<file path="src/hdl/rsirq_regs.svh">
// register map, field positions, reset values and masks of the rx serdes irq block
`ifndef RSIRQ_REGS_SVH
`define RSIRQ_REGS_SVH
// device map
`define RSIRQ_CFG_OFS     8'h05
`define RSIRQ_SCTL_OFS    8'h06
`define RSIRQ_IEN_OFS     8'h07
`define RSIRQ_STAT_OFS    8'h08
`define RSIRQ_DATA_A_OFS  8'h09
`define RSIRQ_DATA_B_OFS  8'h0B
`define RSIRQ_CFG_RST     8'h01
`define RSIRQ_SCTL_RST    8'h03
`define RSIRQ_IEN_RST     8'h00
`define RSIRQ_CFG_MASK    8'h03
`define RSIRQ_SCTL_MASK   8'h0F
`define RSIRQ_SCTL_EN_BIT 3
`define RSIRQ_BYTE_LAST   3'h7
// host map over apb
`define RSIRQ_H_CMD_OFS   8'h00
`define RSIRQ_H_STAT_OFS  8'h04
`define RSIRQ_H_CTRL_OFS  8'h08
`define RSIRQ_H_ISR_OFS   8'h0C
`define RSIRQ_H_IMR_OFS   8'h10
`define RSIRQ_H_CMD_WR    16
`define RSIRQ_H_CTRL_RST  2'h1
`endif

</file>
<file path="src/hdl/rsirq_pkg.sv">
// types shared by both ends of the rx serdes irq link
`default_nettype none
package rsirq_pkg;
   typedef logic [7:0] rsirq_byte_t;
   typedef enum logic [1:0] {
      H_IDLE   = 2'b00,
      H_STROBE = 2'b01,
      H_WAIT   = 2'b10
   } rsirq_hstate_e;
endpackage
`default_nettype wire

</file>
<file path="src/hdl/rsirq_if.sv">
// register port, interrupt pin and serial pins between host and device
`default_nettype none
interface rsirq_if;
   import rsirq_pkg::*;
   rsirq_byte_t reg_addr;
   rsirq_byte_t reg_wdata;
   logic        reg_wr;
   logic        reg_rd;
   rsirq_byte_t reg_rdata;
   logic        reg_ack;
   logic        irq_o;
   logic        irq_oe;
   logic        irq_pull;
   logic        irq_line;
   logic        serial_data_pin;
   logic        serial_valid_pin;
   // weak level of the undriven pin is set by the host's board pull
   assign irq_line = irq_oe ? irq_o : irq_pull;
   modport dev  (input reg_addr, reg_wdata, reg_wr, reg_rd,
                 output reg_rdata, reg_ack, irq_o, irq_oe, serial_data_pin, serial_valid_pin);
   modport host (output reg_addr, reg_wdata, reg_wr, reg_rd, irq_pull,
                 input reg_rdata, reg_ack, irq_line, serial_data_pin, serial_valid_pin);
endinterface
`default_nettype wire

</file>
<file path="src/hdl/rsirq_device.sv">
// device end: config, serdes control, rx data registers, status and irq pin
`default_nettype none
`include "rsirq_regs.svh"
// Notes on behaviour
// - two-bit field picks irq pin drive style
// - control bit 3 selects serdes or bit-serial
// - serdes payload moves one byte per access
// - bit-serial: host handles bits on serial pins
// - host should prefer serdes over bit-serial
// - three-bit length sets end-of-frame gap
// - frame end only after a valid bit
// - frame end loads partial byte, flags eof
// - length zero: eof at first invalid bit
// - reading empty data register flags underflow
// - load over unread data flags overflow
// - every load into data register flags full
// - status read clears pending eof
// - enable bits: B high nibble, A low
// - host writes zeros into reserved bits
// - flags set regardless of enables, pollable
// - status read clears overflow and underflow
module rsirq_device (
   // clock and reset
   input  wire logic        CLOCK,
   input  wire logic        SYS_RST,
   // link to host
   rsirq_if.dev             LINK,
   // receiver side, index 0 is channel A
   input  wire logic        RX_EN,
   input  wire logic [1:0]  RX_BIT_TICK,
   input  wire logic [1:0]  RX_BIT_VALID,
   input  wire logic [1:0]  RX_BIT_DATA,
   // mode seen by the radio
   output logic             SERDES_MODE
);
   import rsirq_pkg::*;

   rsirq_byte_t cfg_q, cfg_d, sctl_q, sctl_d, ien_q, ien_d;
   rsirq_byte_t data_q [2];
   rsirq_byte_t data_d [2];
   rsirq_byte_t rdata_q, rdata_d;
   logic [1:0]  full_q, full_d, vld_q, vld_d, ov_q, ov_d, uf_q, uf_d, eof_q, eof_d;
   logic [1:0]  ld, ld_all, eof_ev, rd_data;
   rsirq_byte_t ld_data [2];
   logic        ack_q, ack_d, rd_stat, ser_en, chan_en;
   logic        irq_o_q, irq_o_d, irq_oe_q, irq_oe_d, asserted;
   logic        sd_q, sd_d, sv_q, sv_d;
   rsirq_byte_t status, pending;

   ////////////////////////////////////////////////////////////////////////////
   // receive channels
   assign ser_en  = sctl_q[`RSIRQ_SCTL_EN_BIT];
   // leaving receive or serdes mode drops any partial byte
   assign chan_en = RX_EN & ser_en;

   for (genvar c = 0; c < 2; c++) begin : g_chan
      rsirq_rx_chan u_chan (
         .clk       (CLOCK),
         .rst       (SYS_RST),
         .en        (chan_en),
         .bit_tick  (RX_BIT_TICK[c]),
         .bit_valid (RX_BIT_VALID[c]),
         .bit_data  (RX_BIT_DATA[c]),
         .eof_len   (sctl_q[2:0]),
         .ld        (ld[c]),
         .ld_data   (ld_data[c]),
         .ld_all    (ld_all[c]),
         .eof_ev    (eof_ev[c])
      );
   end

   ////////////////////////////////////////////////////////////////////////////
   // register access and flags
   // one strobe aimed at one register
   function automatic logic hit(input logic stb, input rsirq_byte_t a, input rsirq_byte_t ofs);
      hit = stb && (a == ofs);
   endfunction

   assign rd_stat    = hit(LINK.reg_rd, LINK.reg_addr, `RSIRQ_STAT_OFS);
   assign rd_data[0] = hit(LINK.reg_rd, LINK.reg_addr, `RSIRQ_DATA_A_OFS);
   assign rd_data[1] = hit(LINK.reg_rd, LINK.reg_addr, `RSIRQ_DATA_B_OFS);

   // status reads zero outside receive; flags keep counting underneath
   assign status = RX_EN ? {vld_q[1], ov_q[1] | uf_q[1], eof_q[1], full_q[1],
                            vld_q[0], ov_q[0] | uf_q[0], eof_q[0], full_q[0]} : 8'h00;
   assign pending = {uf_q[1], ov_q[1], eof_q[1], full_q[1],
                     uf_q[0], ov_q[0], eof_q[0], full_q[0]};

   always_comb begin
      cfg_d   = cfg_q;
      sctl_d  = sctl_q;
      ien_d   = ien_q;
      rdata_d = rdata_q;
      ack_d   = LINK.reg_wr | LINK.reg_rd;
      // reserved bits are not stored, so they read back as zero
      if (LINK.reg_wr) begin
         case (LINK.reg_addr)
            `RSIRQ_CFG_OFS:  cfg_d  = LINK.reg_wdata & `RSIRQ_CFG_MASK;
            `RSIRQ_SCTL_OFS: sctl_d = LINK.reg_wdata & `RSIRQ_SCTL_MASK;
            `RSIRQ_IEN_OFS:  ien_d  = LINK.reg_wdata;
            default:         ;
         endcase
      end
      if (LINK.reg_rd) begin
         case (LINK.reg_addr)
            `RSIRQ_CFG_OFS:    rdata_d = cfg_q;
            `RSIRQ_SCTL_OFS:   rdata_d = sctl_q;
            `RSIRQ_IEN_OFS:    rdata_d = ien_q;
            `RSIRQ_STAT_OFS:   rdata_d = status;
            `RSIRQ_DATA_A_OFS: rdata_d = data_q[0];
            `RSIRQ_DATA_B_OFS: rdata_d = data_q[1];
            default:           rdata_d = 8'h00;
         endcase
      end
      for (int c = 0; c < 2; c++) begin
         data_d[c] = ld[c] ? ld_data[c] : data_q[c];
         vld_d[c]  = ld[c] ? ld_all[c] : vld_q[c];
         // set wins over clear in every flag below
         full_d[c] = ld[c] | (full_q[c] & ~rd_data[c]);
         ov_d[c]   = (ld[c] & full_q[c] & ~rd_data[c]) | (ov_q[c] & ~rd_stat);
         uf_d[c]   = (rd_data[c] & ~full_q[c]) | (uf_q[c] & ~rd_stat);
         eof_d[c]  = eof_ev[c] | (eof_q[c] & ~rd_stat);
      end
   end

   ////////////////////////////////////////////////////////////////////////////
   // irq pin and bit-serial pins
   // full stays pending until its data register is read
   assign asserted = |(pending & ien_q);

   always_comb begin
      case (cfg_q[1:0])
         2'h3: begin
            irq_o_d  = 1'b1;
            irq_oe_d = asserted;
         end
         2'h2: begin
            irq_o_d  = 1'b0;
            irq_oe_d = asserted;
         end
         2'h1: begin
            irq_o_d  = asserted;
            irq_oe_d = 1'b1;
         end
         default: begin
            irq_o_d  = ~asserted;
            irq_oe_d = 1'b1;
         end
      endcase
      // bit-serial mode forwards channel A bits; timing is the host's problem
      sv_d = RX_EN & ~ser_en & RX_BIT_TICK[0] & RX_BIT_VALID[0];
      sd_d = sv_d ? RX_BIT_DATA[0] : sd_q;
   end

   // pin driven from flops so a style change never glitches the line
   always_ff @(posedge CLOCK or posedge SYS_RST) begin
      if (SYS_RST) begin
         irq_o_q  <= 1'b0;
         irq_oe_q <= 1'b0;
         sd_q     <= 1'b0;
         sv_q     <= 1'b0;
      end else begin
         irq_o_q  <= irq_o_d;
         irq_oe_q <= irq_oe_d;
         sd_q     <= sd_d;
         sv_q     <= sv_d;
      end
   end

   always_ff @(posedge CLOCK or posedge SYS_RST) begin
      if (SYS_RST) begin
         cfg_q    <= `RSIRQ_CFG_RST;
         sctl_q   <= `RSIRQ_SCTL_RST;
         ien_q    <= `RSIRQ_IEN_RST;
         rdata_q  <= 8'h00;
         ack_q    <= 1'b0;
         data_q   <= '{8'h00, 8'h00};
         vld_q    <= 2'h0;
         full_q   <= 2'h0;
         ov_q     <= 2'h0;
         uf_q     <= 2'h0;
         eof_q    <= 2'h0;
      end else begin
         cfg_q    <= cfg_d;
         sctl_q   <= sctl_d;
         ien_q    <= ien_d;
         rdata_q  <= rdata_d;
         ack_q    <= ack_d;
         data_q   <= data_d;
         vld_q    <= vld_d;
         full_q   <= full_d;
         ov_q     <= ov_d;
         uf_q     <= uf_d;
         eof_q    <= eof_d;
      end
   end

   assign LINK.reg_rdata        = rdata_q;
   assign LINK.reg_ack          = ack_q;
   assign LINK.irq_o            = irq_o_q;
   assign LINK.irq_oe           = irq_oe_q;
   assign LINK.serial_data_pin  = sd_q;
   assign LINK.serial_valid_pin = sv_q;
   assign SERDES_MODE           = ser_en;
endmodule
`default_nettype wire

</file>
<file path="src/hdl/rsirq_rx_chan.sv">
// one receive channel: bit deserializer with end-of-frame gap detection
`default_nettype none
module rsirq_rx_chan (
   // clock and reset
   input  wire logic        clk,
   input  wire logic        rst,
   // bit stream
   input  wire logic        en,
   input  wire logic        bit_tick,
   input  wire logic        bit_valid,
   input  wire logic        bit_data,
   input  wire logic [2:0]  eof_len,
   // load towards the data register
   output logic             ld,
   output logic [7:0]       ld_data,
   output logic             ld_all,
   output logic             eof_ev
);
   logic [7:0] sh_q, sh_d, dat_d;
   logic [2:0] cnt_q, cnt_d, gap_q, gap_d;
   logic       seen_q, seen_d, ld_d, all_d, eof_d;

   always_comb begin
      sh_d   = sh_q;
      cnt_d  = cnt_q;
      gap_d  = gap_q;
      seen_d = seen_q;
      dat_d  = ld_data;
      all_d  = ld_all;
      ld_d   = 1'b0;
      eof_d  = 1'b0;
      if (!en) begin
         cnt_d  = 3'h0;
         gap_d  = 3'h0;
         seen_d = 1'b0;
      end else if (bit_tick && bit_valid) begin
         sh_d   = {sh_q[6:0], bit_data};
         seen_d = 1'b1;
         gap_d  = 3'h0;
         cnt_d  = cnt_q + 3'h1;
         if (cnt_q == `RSIRQ_BYTE_LAST) begin
            ld_d  = 1'b1;
            dat_d = {sh_q[6:0], bit_data};
            all_d = 1'b1;
         end
      end else if (bit_tick && seen_q) begin
         // gap counts invalid bits beyond the first; len 0 fires at once
         if (gap_q == eof_len) begin
            eof_d  = 1'b1;
            seen_d = 1'b0;
            gap_d  = 3'h0;
            cnt_d  = 3'h0;
            if (cnt_q != 3'h0) begin
               // partial byte sits right-aligned, upper bits zero
               ld_d  = 1'b1;
               dat_d = sh_q & ~(8'hFF << cnt_q);
               all_d = 1'b0;
            end
         end else begin
            gap_d = gap_q + 3'h1;
         end
      end
   end

   always_ff @(posedge clk or posedge rst) begin
      if (rst) begin
         sh_q    <= 8'h00;
         cnt_q   <= 3'h0;
         gap_q   <= 3'h0;
         seen_q  <= 1'b0;
         ld      <= 1'b0;
         ld_data <= 8'h00;
         ld_all  <= 1'b0;
         eof_ev  <= 1'b0;
      end else begin
         sh_q    <= sh_d;
         cnt_q   <= cnt_d;
         gap_q   <= gap_d;
         seen_q  <= seen_d;
         ld      <= ld_d;
         ld_data <= dat_d;
         ld_all  <= all_d;
         eof_ev  <= eof_d;
      end
   end
endmodule
`default_nettype wire
</file>
<file path="src/flat_wrapper.sv">
// flat-port wrapper written by rule: the top's interface ports become plain ports
module rsirq_device_flat import rsirq_pkg::*;
  (CLOCK, SYS_RST, RX_EN, RX_BIT_TICK, RX_BIT_VALID, RX_BIT_DATA, SERDES_MODE, LINK_reg_addr, LINK_reg_wdata, LINK_reg_wr, LINK_reg_rd, LINK_reg_rdata, LINK_reg_ack, LINK_irq_o, LINK_irq_oe, LINK_serial_data_pin, LINK_serial_valid_pin);
  rsirq_if LINK_i ();
  input  wire logic CLOCK;
  input  wire logic SYS_RST;
  input  wire logic RX_EN;
  input  wire logic [1:0] RX_BIT_TICK;
  input  wire logic [1:0] RX_BIT_VALID;
  input  wire logic [1:0] RX_BIT_DATA;
  output logic SERDES_MODE;
  input wire logic [$bits(LINK_i.reg_addr)-1:0] LINK_reg_addr;
  input wire logic [$bits(LINK_i.reg_wdata)-1:0] LINK_reg_wdata;
  input wire logic [$bits(LINK_i.reg_wr)-1:0] LINK_reg_wr;
  input wire logic [$bits(LINK_i.reg_rd)-1:0] LINK_reg_rd;
  output wire logic [$bits(LINK_i.reg_rdata)-1:0] LINK_reg_rdata;
  output wire logic [$bits(LINK_i.reg_ack)-1:0] LINK_reg_ack;
  output wire logic [$bits(LINK_i.irq_o)-1:0] LINK_irq_o;
  output wire logic [$bits(LINK_i.irq_oe)-1:0] LINK_irq_oe;
  output wire logic [$bits(LINK_i.serial_data_pin)-1:0] LINK_serial_data_pin;
  output wire logic [$bits(LINK_i.serial_valid_pin)-1:0] LINK_serial_valid_pin;
  assign LINK_i.reg_addr = LINK_reg_addr;
  assign LINK_i.reg_wdata = LINK_reg_wdata;
  assign LINK_i.reg_wr = LINK_reg_wr;
  assign LINK_i.reg_rd = LINK_reg_rd;
  assign LINK_reg_rdata = LINK_i.reg_rdata;
  assign LINK_reg_ack = LINK_i.reg_ack;
  assign LINK_irq_o = LINK_i.irq_o;
  assign LINK_irq_oe = LINK_i.irq_oe;
  assign LINK_serial_data_pin = LINK_i.serial_data_pin;
  assign LINK_serial_valid_pin = LINK_i.serial_valid_pin;
  rsirq_device u_core (.CLOCK(CLOCK), .SYS_RST(SYS_RST), .LINK(LINK_i), .RX_EN(RX_EN), .RX_BIT_TICK(RX_BIT_TICK), .RX_BIT_VALID(RX_BIT_VALID), .RX_BIT_DATA(RX_BIT_DATA), .SERDES_MODE(SERDES_MODE));
endmodule
</file>
<file path="config.mk">
export PLATFORM = sky130hd
export DESIGN_NAME = rsirq_device_flat
export DESIGN_NICKNAME = d
export VERILOG_FILES = /design/src/hdl/rsirq_pkg.sv /design/src/hdl/rsirq_if.sv /design/src/hdl/rsirq_device.sv /design/src/hdl/rsirq_rx_chan.sv /design/src/flat_wrapper.sv
export VERILOG_INCLUDE_DIRS = /design/src /design/src/hdl
export SDC_FILE = /design/constraint.sdc
export NUM_CORES = 1
export LEC_CHECK = 0
export ABC_CLOCK_PERIOD_IN_PS = 2700
export BUFFER_PORTS_ARGS = -buffer_cell sky130_fd_sc_hd__buf_2
export CORE_MARGIN = 10
export CORE_UTILIZATION = 35
export DETAILED_ROUTE_END_ITERATION = 16
export HOLD_SLACK_MARGIN = 0.06
export PLACE_DENSITY = 0.56
export SLEW_MARGIN = 25
export SYNTH_ARGS = -nofsm -noshare
export SYNTH_HDL_FRONTEND = slang
export SYNTH_SLANG_ARGS = --single-unit
</file>
<file path="constraint.sdc">
create_clock -name CLOCK -period 2.7 [get_ports CLOCK]
set_clock_uncertainty 0.05 [all_clocks]
set_input_delay 0.135 -clock CLOCK [delete_from_list [all_inputs] [get_ports CLOCK]]
set_output_delay 0.135 -clock CLOCK [all_outputs]
set_load 0.005 [all_outputs]
</file>
Yosys cells after proc, flatten, opt, wreduce, memory -nomap -nowiden
Index checks and enable logic that the tools add are counted.
Cells by class
  div/mod/pow operators: 0
  bitwise gates (word level): 41
  multipliers: 0
  magnitude comparators: 0
  mux-type cells: 68
  $add $sub $neg: 4
  equal/unequal tests: 19
  reduce and logical (&&, ||, !) cells: 26
  shift operators: 2
Operators by type and width (number)
  8-bit 2-to-1 mux: 11
  3-bit 2-to-1 mux: 16
  8-bit one-hot mux with 6 select lines: 1
  1-bit 2-to-1 mux: 39
  8-bit bitwise AND: 3
  8-bit by 3-bit == test with 1-bit output, second input constant: 3
  8-bit by 4-bit == test with 1-bit output, second input constant: 3
  1-bit bitwise AND: 18
  8-bit inverter: 2
  8-bit by 3-bit << shifter with 8-bit output, first input constant: 2
  2-bit AND reduction: 7
  3-bit by 1-bit adder with 3-bit output, second input constant: 4
  2-bit nonzero test: 6
  1-bit OR: 11
  5-bit AND reduction: 2
  8-bit OR reduction: 1
  1-bit logical AND: 7
  1-bit inverter: 7
  3-bit == test: 2
  3-bit == test, second input constant: 2
  3-bit by 1-bit inequality test with 1-bit output, second input constant: 2
  3-bit inequality test, second input constant: 2
  3-bit nonzero test: 2
  2-bit == test, second input constant: 2
  other kinds (4): 5
Word-level totals
  input bits: 27
  latch bits: 0
  register bits: 105
  memories: 0
  RAM bits: 0
  word-level logic and storage cells: 193
  bits in read-only memories: 0

Depth between registers and ports, before layout
  depth in word-level cells: 7
  mapped depth: 7
  depth with buffers taken out: 6

Hierarchy
Synthesis repeated with hierarchy kept, for this count alone.
Second synthesis, totals
  cells, all modules: 442
  area, all modules: 5009.8 sq um
By module, submodules not included
  rsirq_device: times used 1, area an instance 2524.9 sq um, cells an instance 207
  rsirq_rx_chan (u_core.g_chan[0].u_chan): times used 1, area an instance 1247.4 sq um, cells an instance 113
  rsirq_rx_chan (u_core.g_chan[1].u_chan): times used 1, area an instance 1237.4 sq um, cells an instance 122

Worst setup path after synthesis
OpenSTA, ideal clock, no wires.
  path kind: register -> register
  start point: register u_core.g_chan[1].u_chan.cnt_q[1]
  end point: register u_core.g_chan[1].u_chan.ld_data[0]
  slack: 974 ps
  data required time: 2525 ps
  setup time: 125 ps
  clock period less this slack: 1726 ps
  data arrival time: 1551 ps
  cell stages (with the launch flop): 8
  path through: dfrtp_1 inv_1 ha_1 nor2b_1 nor4_1 a22o_1 buf_2 mux2_2
Between the ends
  word-level cells in the longest chain between the ends: 7
Ends and longest elaborated chain
  start, declared: RTL line rsirq_rx_chan.sv:20  | logic [2:0] cnt_q, cnt_d, gap_q, gap_d;
  start signal, assigned: RTL line rsirq_rx_chan.sv:77  | cnt_q <= cnt_d;
  8-bit by 3-bit << shifter with 8-bit output: RTL line rsirq_rx_chan.sv:56  | dat_d = sh_q & ~(8'hFF << cnt_q);
  8-bit inverter: RTL line rsirq_rx_chan.sv:56
  8-bit bitwise AND: RTL line rsirq_rx_chan.sv:56
  8-bit 2-to-1 mux: RTL line rsirq_rx_chan.sv:53  | if (cnt_q != 3'h0) begin
  8-bit 2-to-1 mux: RTL line rsirq_rx_chan.sv:48  | if (gap_q == eof_len) begin
  8-bit 2-to-1 mux: RTL line rsirq_rx_chan.sv:46  | end else if (bit_tick && seen_q) begin
  8-bit 2-to-1 mux: RTL line rsirq_rx_chan.sv:36  | end else if (bit_tick && bit_valid) begin
  end signal, assigned: RTL line rsirq_rx_chan.sv:81  | ld_data <= dat_d;
  end, declared: RTL line rsirq_rx_chan.sv:15  | output logic [7:0] ld_data,
Parallel ways exist; a longest one is shown, timed or not. The select of a mux whose other input is x is not followed.
A chain may end at the register's enable or synchronous reset.

Worst setup path after layout
  start point: register u_core.sctl_q[3]
  end point: register u_core.g_chan[0].u_chan.ld_data[2]
Between the ends
  word-level cells in the longest chain between the ends: 2
Ends and longest elaborated chain
  start, declared: RTL line rsirq_device.sv:38  | rsirq_byte_t cfg_q, cfg_d, sctl_q, sctl_d, ien_q, ien_d;
  start signal, assigned: RTL line rsirq_device.sv:173  | sctl_q <= `RSIRQ_SCTL_RST;
  start signal, assigned: RTL line rsirq_device.sv:185  | sctl_q <= sctl_d;
  1-bit bitwise AND: RTL line rsirq_device.sv:54  | assign chan_en = RX_EN & ser_en;
  5-bit AND reduction (no source line)
  end signal, assigned: RTL line rsirq_rx_chan.sv:81
  end, declared: RTL line rsirq_rx_chan.sv:15
Every way passes these cells.

==> summary.txt <==
Synth
  – Simple-gate portion of the synthesized area: 14.4%
  – Post-synthesis instance total: 429
  – Count of flip-flops with a built-in enable after synthesis: 0
  – Async SR Flop Fraction: 100%
  – Synthesis Warnings: 0
  – Sequential cell area fraction in the yosys report: about 52%
  – Top_reg_cell synth: sky130_fd_sc_hd__dfrtp_1
  – Synth Area per Inst: 11.5 um2
  – Dominant combinational cell family by area after synthesis: simple AND/OR/NAND/NOR gates
  – Post-Synth Adder-Cell Area: roughly 2.5%
  – Seq cells post-synth: between 100 and 150
  – Number of distinct library cells after synthesis: 60
  – Total nets after synthesis: between 400 and 500
  – Post-synthesis compound-gate area fraction: between 10% and 20%
  – Post-synthesis xor/xnor area fraction: under 10%
  – Cell Area, Synth: between 4000 and 5000 um2
  – Share of cell area taken by muxes after synthesis: roughly 14%

Worst setup path
  – Data arrival time of the critical path: between 2 and 2.5 ns
  – Number of cells on the worst reg-to-reg path: 4
  – Delay contributed by the slowest stage of the critical path: 0.60 ns
  – Required time of the critical path: roughly 2.9 ns
  – WS Path Type: reg2reg
  – Worst Setup Start Kind: flop
  – Count of buffer and inverter cells on the critical path: 0
  – FF-to-FF End: u_core.g_chan[0].u_chan.ld_data[2]$_DFFE_PP0P_
  – Worst reg2reg startpoint: u_core.sctl_q[3]$_DFFE_PP0P_
  – Worst-case register-to-register setup slack: 0.55 ns
  – Critical Path Fanout Max: 17
  – Dominant delay contributor by cell family on the critical path: simple AND/OR/NAND/NOR gates
  – Critical Path Slowest Stage Cell: sky130_fd_sc_hd__and4_1
  – List of cells traversed by the critical path: and4_1, nand2_1, o31a_1, a221oi_1
  – Critical Path Sink Type: flop

Clock network
  – Number of H-tree levels: 3
  – Latest clock arrival within the worst-skew pair: ~0.35 ns
  – Buffer levels on the longest clock path: 2
  – Clock tree from TritonCTS: built
  – CTS Buf Count: 9
  – Clock sinks: 103
  – Resize count post-CTS: 0
  – Root Buffer: sky130_fd_sc_hd__clkbuf_16
  – Clock transition at the registers of the reported paths: 0.07 ns

Die
  – Effective utilization at floorplan: between 30% and 40%
  – Number of primary I/O pins: ~40
  – Core area: between 10,000 and 15,000 um2
  – Die width: approximately 140 um
  – Vert. Die Dim: roughly 140 um
  – Die ar.: 19,200 um2
  – Number of placement rows: 43

GRT
  – Pin count of the biggest net entering global routing: 104
  – Total congestion overflow: 0
  – Number of global-route vias before repair: 3,552
  – GR Util All Layers: 12.0%
  – Antenna violations before repair: 0
  – First-pass GRT wire length: 19,000 um

Cells and area
  – Utilization after layout: between 40% and 50%
  – P&R area growth vs syn: 16.7%
  – Non-filler instance count after layout: 665
  – Highest-count cells in the layout ignoring fill and taps: sky130_fd_sc_hd__dfrtp_1, sky130_fd_sc_hd__mux2_2, sky130_fd_sc_hd__buf_2, sky130_fd_sc_hd__nand2_1, sky130_fd_sc_hd__inv_1
  – Final #Nets: between 500 and 600
  – Share of post-route cells with drive strength above 1: 25.8%
  – Most common cell after layout, fill and taps aside: sky130_fd_sc_hd__dfrtp_1
  – Final cell area excluding filler cells: 5740 um2
  – Fill cell instance count of the final layout: 1,330

Outcome
  – Outcome: finished, final reports clean

STA
  – Final hold vios: 0
  – Fmax: between 0.4 and 0.5 GHz
  – Number of pins with negative max-slew slack in the final report: 0
  – Worst slack on hold paths: 0.142 ns
  – Slew Limit Headroom: between 50 and 60%
  – Sum of negative setup slack: 0 ns
  – RSZ-0062 raised after global routing: false
  – Setup violations, final: 0
  – Tcrit/Tclk final: around four fifths
  – Final worst path period need: approximately 2.1 ns
  – Slew at the pin with the worst max-slew slack: between 0.6 and 0.7 ns

Worst hold path
  – Hold Path Cell Cnt: 3
  – Kind of path behind the tightest hold check: in2reg
  – Endpoint, Worst Hold: u_core.LINK.serial_valid_pin$_DFF_PP0_
  – Worst min-delay path startpoint: RX_BIT_TICK[0]

Placed design
  – Standard cell area after detailed placement: about 5300 um2
  – Number of placed instances, taps included: roughly 630
  – Port-buffer cells: 40
  – Routability congestion estimate: a little over 0.8
  – Post-detailed-placement half-perimeter wirelength: between 8000 and 9000 um

Pwr
  – LEAKAGE: about 2.7 nW
  – Areal power density over the cells: 525 nW/um2
  – Maximum ir drop on the vdd rail: 0.000305 V

Routing
  – Number of iterations in the first detailed-routing pass: 4
  – Vias: about 3,500
  – DRC Markers: 0
  – Wirelength per Cell: roughly 17 um
  – DR vias/cell: ~5.2
  – Detailed-route wire length: between 10,000 and 15,000 um
  – Residual antenna-violating net count after detailed routing: 0
  – Initial drt markers: 219

Flow run
  – Max_cap viols: 0
==> final cells by class <==
| cell class | count | area, um2 | share of cell area [%] |
|---|---|---|---|
| Sequential cell | 103 | 2580 | 45.0 |
| Multi-Input combinational cell | 283 | 2170 | 37.9 |
| Timing Repair Buffer | 59 | 395 | 6.89 |
| Clock buffer | 13 | 250 | 4.36 |
| Tap cell | 180 | 225 | 3.92 |
| Inverter | 24 | 93.8 | 1.63 |
| Clock inverter | 2 | 17.5 | 0.305 |
| Antenna cell | 1 | 2.50 | 0.0436 |
==> tightest hold or removal path: stages <==
cell and delay, ns:
sky130_fd_sc_hd__buf_2 0.13, sky130_fd_sc_hd__nand2_1 0.12, sky130_fd_sc_hd__nor3b_1 0.10
==> Yosys cell counts (4+ instances only) <==
cell	n	area share [%]
sky130_fd_sc_hd__dfrtp_1	100	51
sky130_fd_sc_hd__mux2_2	57	13
sky130_fd_sc_hd__nand2_1	34	2.6
sky130_fd_sc_hd__inv_1	24	1.8
sky130_fd_sc_hd__clkbuf_1	15	1.1
sky130_fd_sc_hd__o21ai_0	15	1.5
sky130_fd_sc_hd__nor2_1	13	0.99
sky130_fd_sc_hd__nand3_1	12	1.2
sky130_fd_sc_hd__ha_1	10	2.5
sky130_fd_sc_hd__a21oi_1	9	0.92
sky130_fd_sc_hd__nand3b_1	9	1.4
sky130_fd_sc_hd__nor4_1	8	1.0
sky130_fd_sc_hd__a21o_1	7	1.1
sky130_fd_sc_hd__and3_1	7	0.89
sky130_fd_sc_hd__xnor2_1	7	1.2
sky130_fd_sc_hd__a22o_1	6	1.1
sky130_fd_sc_hd__a31oi_1	6	0.76
sky130_fd_sc_hd__nand2b_1	6	0.76
sky130_fd_sc_hd__a22oi_1	4	0.61
sky130_fd_sc_hd__a32oi_1	4	0.71
sky130_fd_sc_hd__and2_1	4	0.51
sky130_fd_sc_hd__nor2b_1	4	0.51
sky130_fd_sc_hd__o22ai_1	4	0.51
==> worst max-delay path by stage <==
stage / from / to / slack (ns) / depth (start not counted)
global placement: u_core.sctl_q[3]$_DFFE_PP0P_ / u_core.g_chan[0].u_chan.ld_data[0]$_DFFE_PP0P_ / 0.65 / 4
global route: u_core.sctl_q[3]$_DFFE_PP0P_ / u_core.g_chan[0].u_chan.ld_data[2]$_DFFE_PP0P_ / 0.42 / 4
finish: u_core.sctl_q[3]$_DFFE_PP0P_ / u_core.g_chan[0].u_chan.ld_data[2]$_DFFE_PP0P_ / 0.55 / 4
floorplan: u_core.g_chan[1].u_chan.cnt_q[1]$_DFFE_PP0P_ / u_core.g_chan[1].u_chan.ld_data[0]$_DFFE_PP0P_ / 0.97 / 7
detailed placement: u_core.sctl_q[3]$_DFFE_PP0P_ / u_core.g_chan[0].u_chan.ld_data[2]$_DFFE_PP0P_ / 0.58 / 4
CTS: u_core.sctl_q[3]$_DFFE_PP0P_ / u_core.g_chan[0].u_chan.ld_data[2]$_DFFE_PP0P_ / 0.50 / 4
==> power by group <==
part	total, mW	internal, mW	switching, mW	leakage (nW)
clock network	1.20	0.650	0.547	0.130
logic	0.209	0.0853	0.124	1.18
registers	1.61	1.58	0.0277	1.36
total	3.01	2.31	0.699	2.67
==> sequential cells by signal (all words and copies together), names as in the netlist <==
signal and flops:
u_core.LINK.serial_data_pin 1, u_core.eof_q 2, u_core.g_chan.u_chan.gap_q 6, u_core.g_chan.u_chan.ld 2, u_core.full_q 2, u_core.data_q 16
u_core.g_chan.u_chan.eof_ev 2, u_core.ien_q 8, u_core.g_chan.u_chan.cnt_q 6, u_core.LINK.irq_oe 1, u_core.g_chan.u_chan.sh_q 14, u_core.g_chan.u_chan.seen_q 2
u_core.sctl_q 4, u_core.ov_q 2, u_core.LINK.serial_valid_pin 1, u_core.LINK.reg_rdata 8, u_core.vld_q 2, u_core.g_chan.u_chan.ld_data 16
u_core.LINK.reg_ack 1, u_core.g_chan.u_chan.ld_all 2, u_core.uf_q 2, u_core.LINK.irq_o 1, u_core.cfg_q 2
==> metrics by stage <==
| stage | power [mW] | worst slack [ns] |
|---|---|---|
| finish | 3.01 | 0.551 |
| global placement | 1.83 | 0.653 |
| detailed placement | 1.83 | 0.578 |
| global route | 3.15 | 0.415 |
| CTS | 3.06 | 0.505 |
| floorplan | 1.74 | 0.974 |
==> layer usage <==
metal,part of all wire (%),track usage (%),wire [um]
met5,0,0,0
met4,1.6,4.99,185
met3,4.3,2.88,493
met2,47,18.8,5350
met1,47,15.4,5380
==> cells by family after synthesis <==
logic type | count (synthesis)
XOR/XNOR | 8
adder cells (fa/ha/maj) | 10
multiplexers | 60
AO/OA/AOI/OAI | 83
flip-flops | 103
AND/OR/NAND/NOR | 122
buffers and inverters | 43
==> timing repair <==
action,CTS,global route
hold buffers,16,0
setup buffers,0,0
endpoints found under the setup margin,0,0
hold endpoints to repair,121,0
Power figures use the tool's default switching activity.
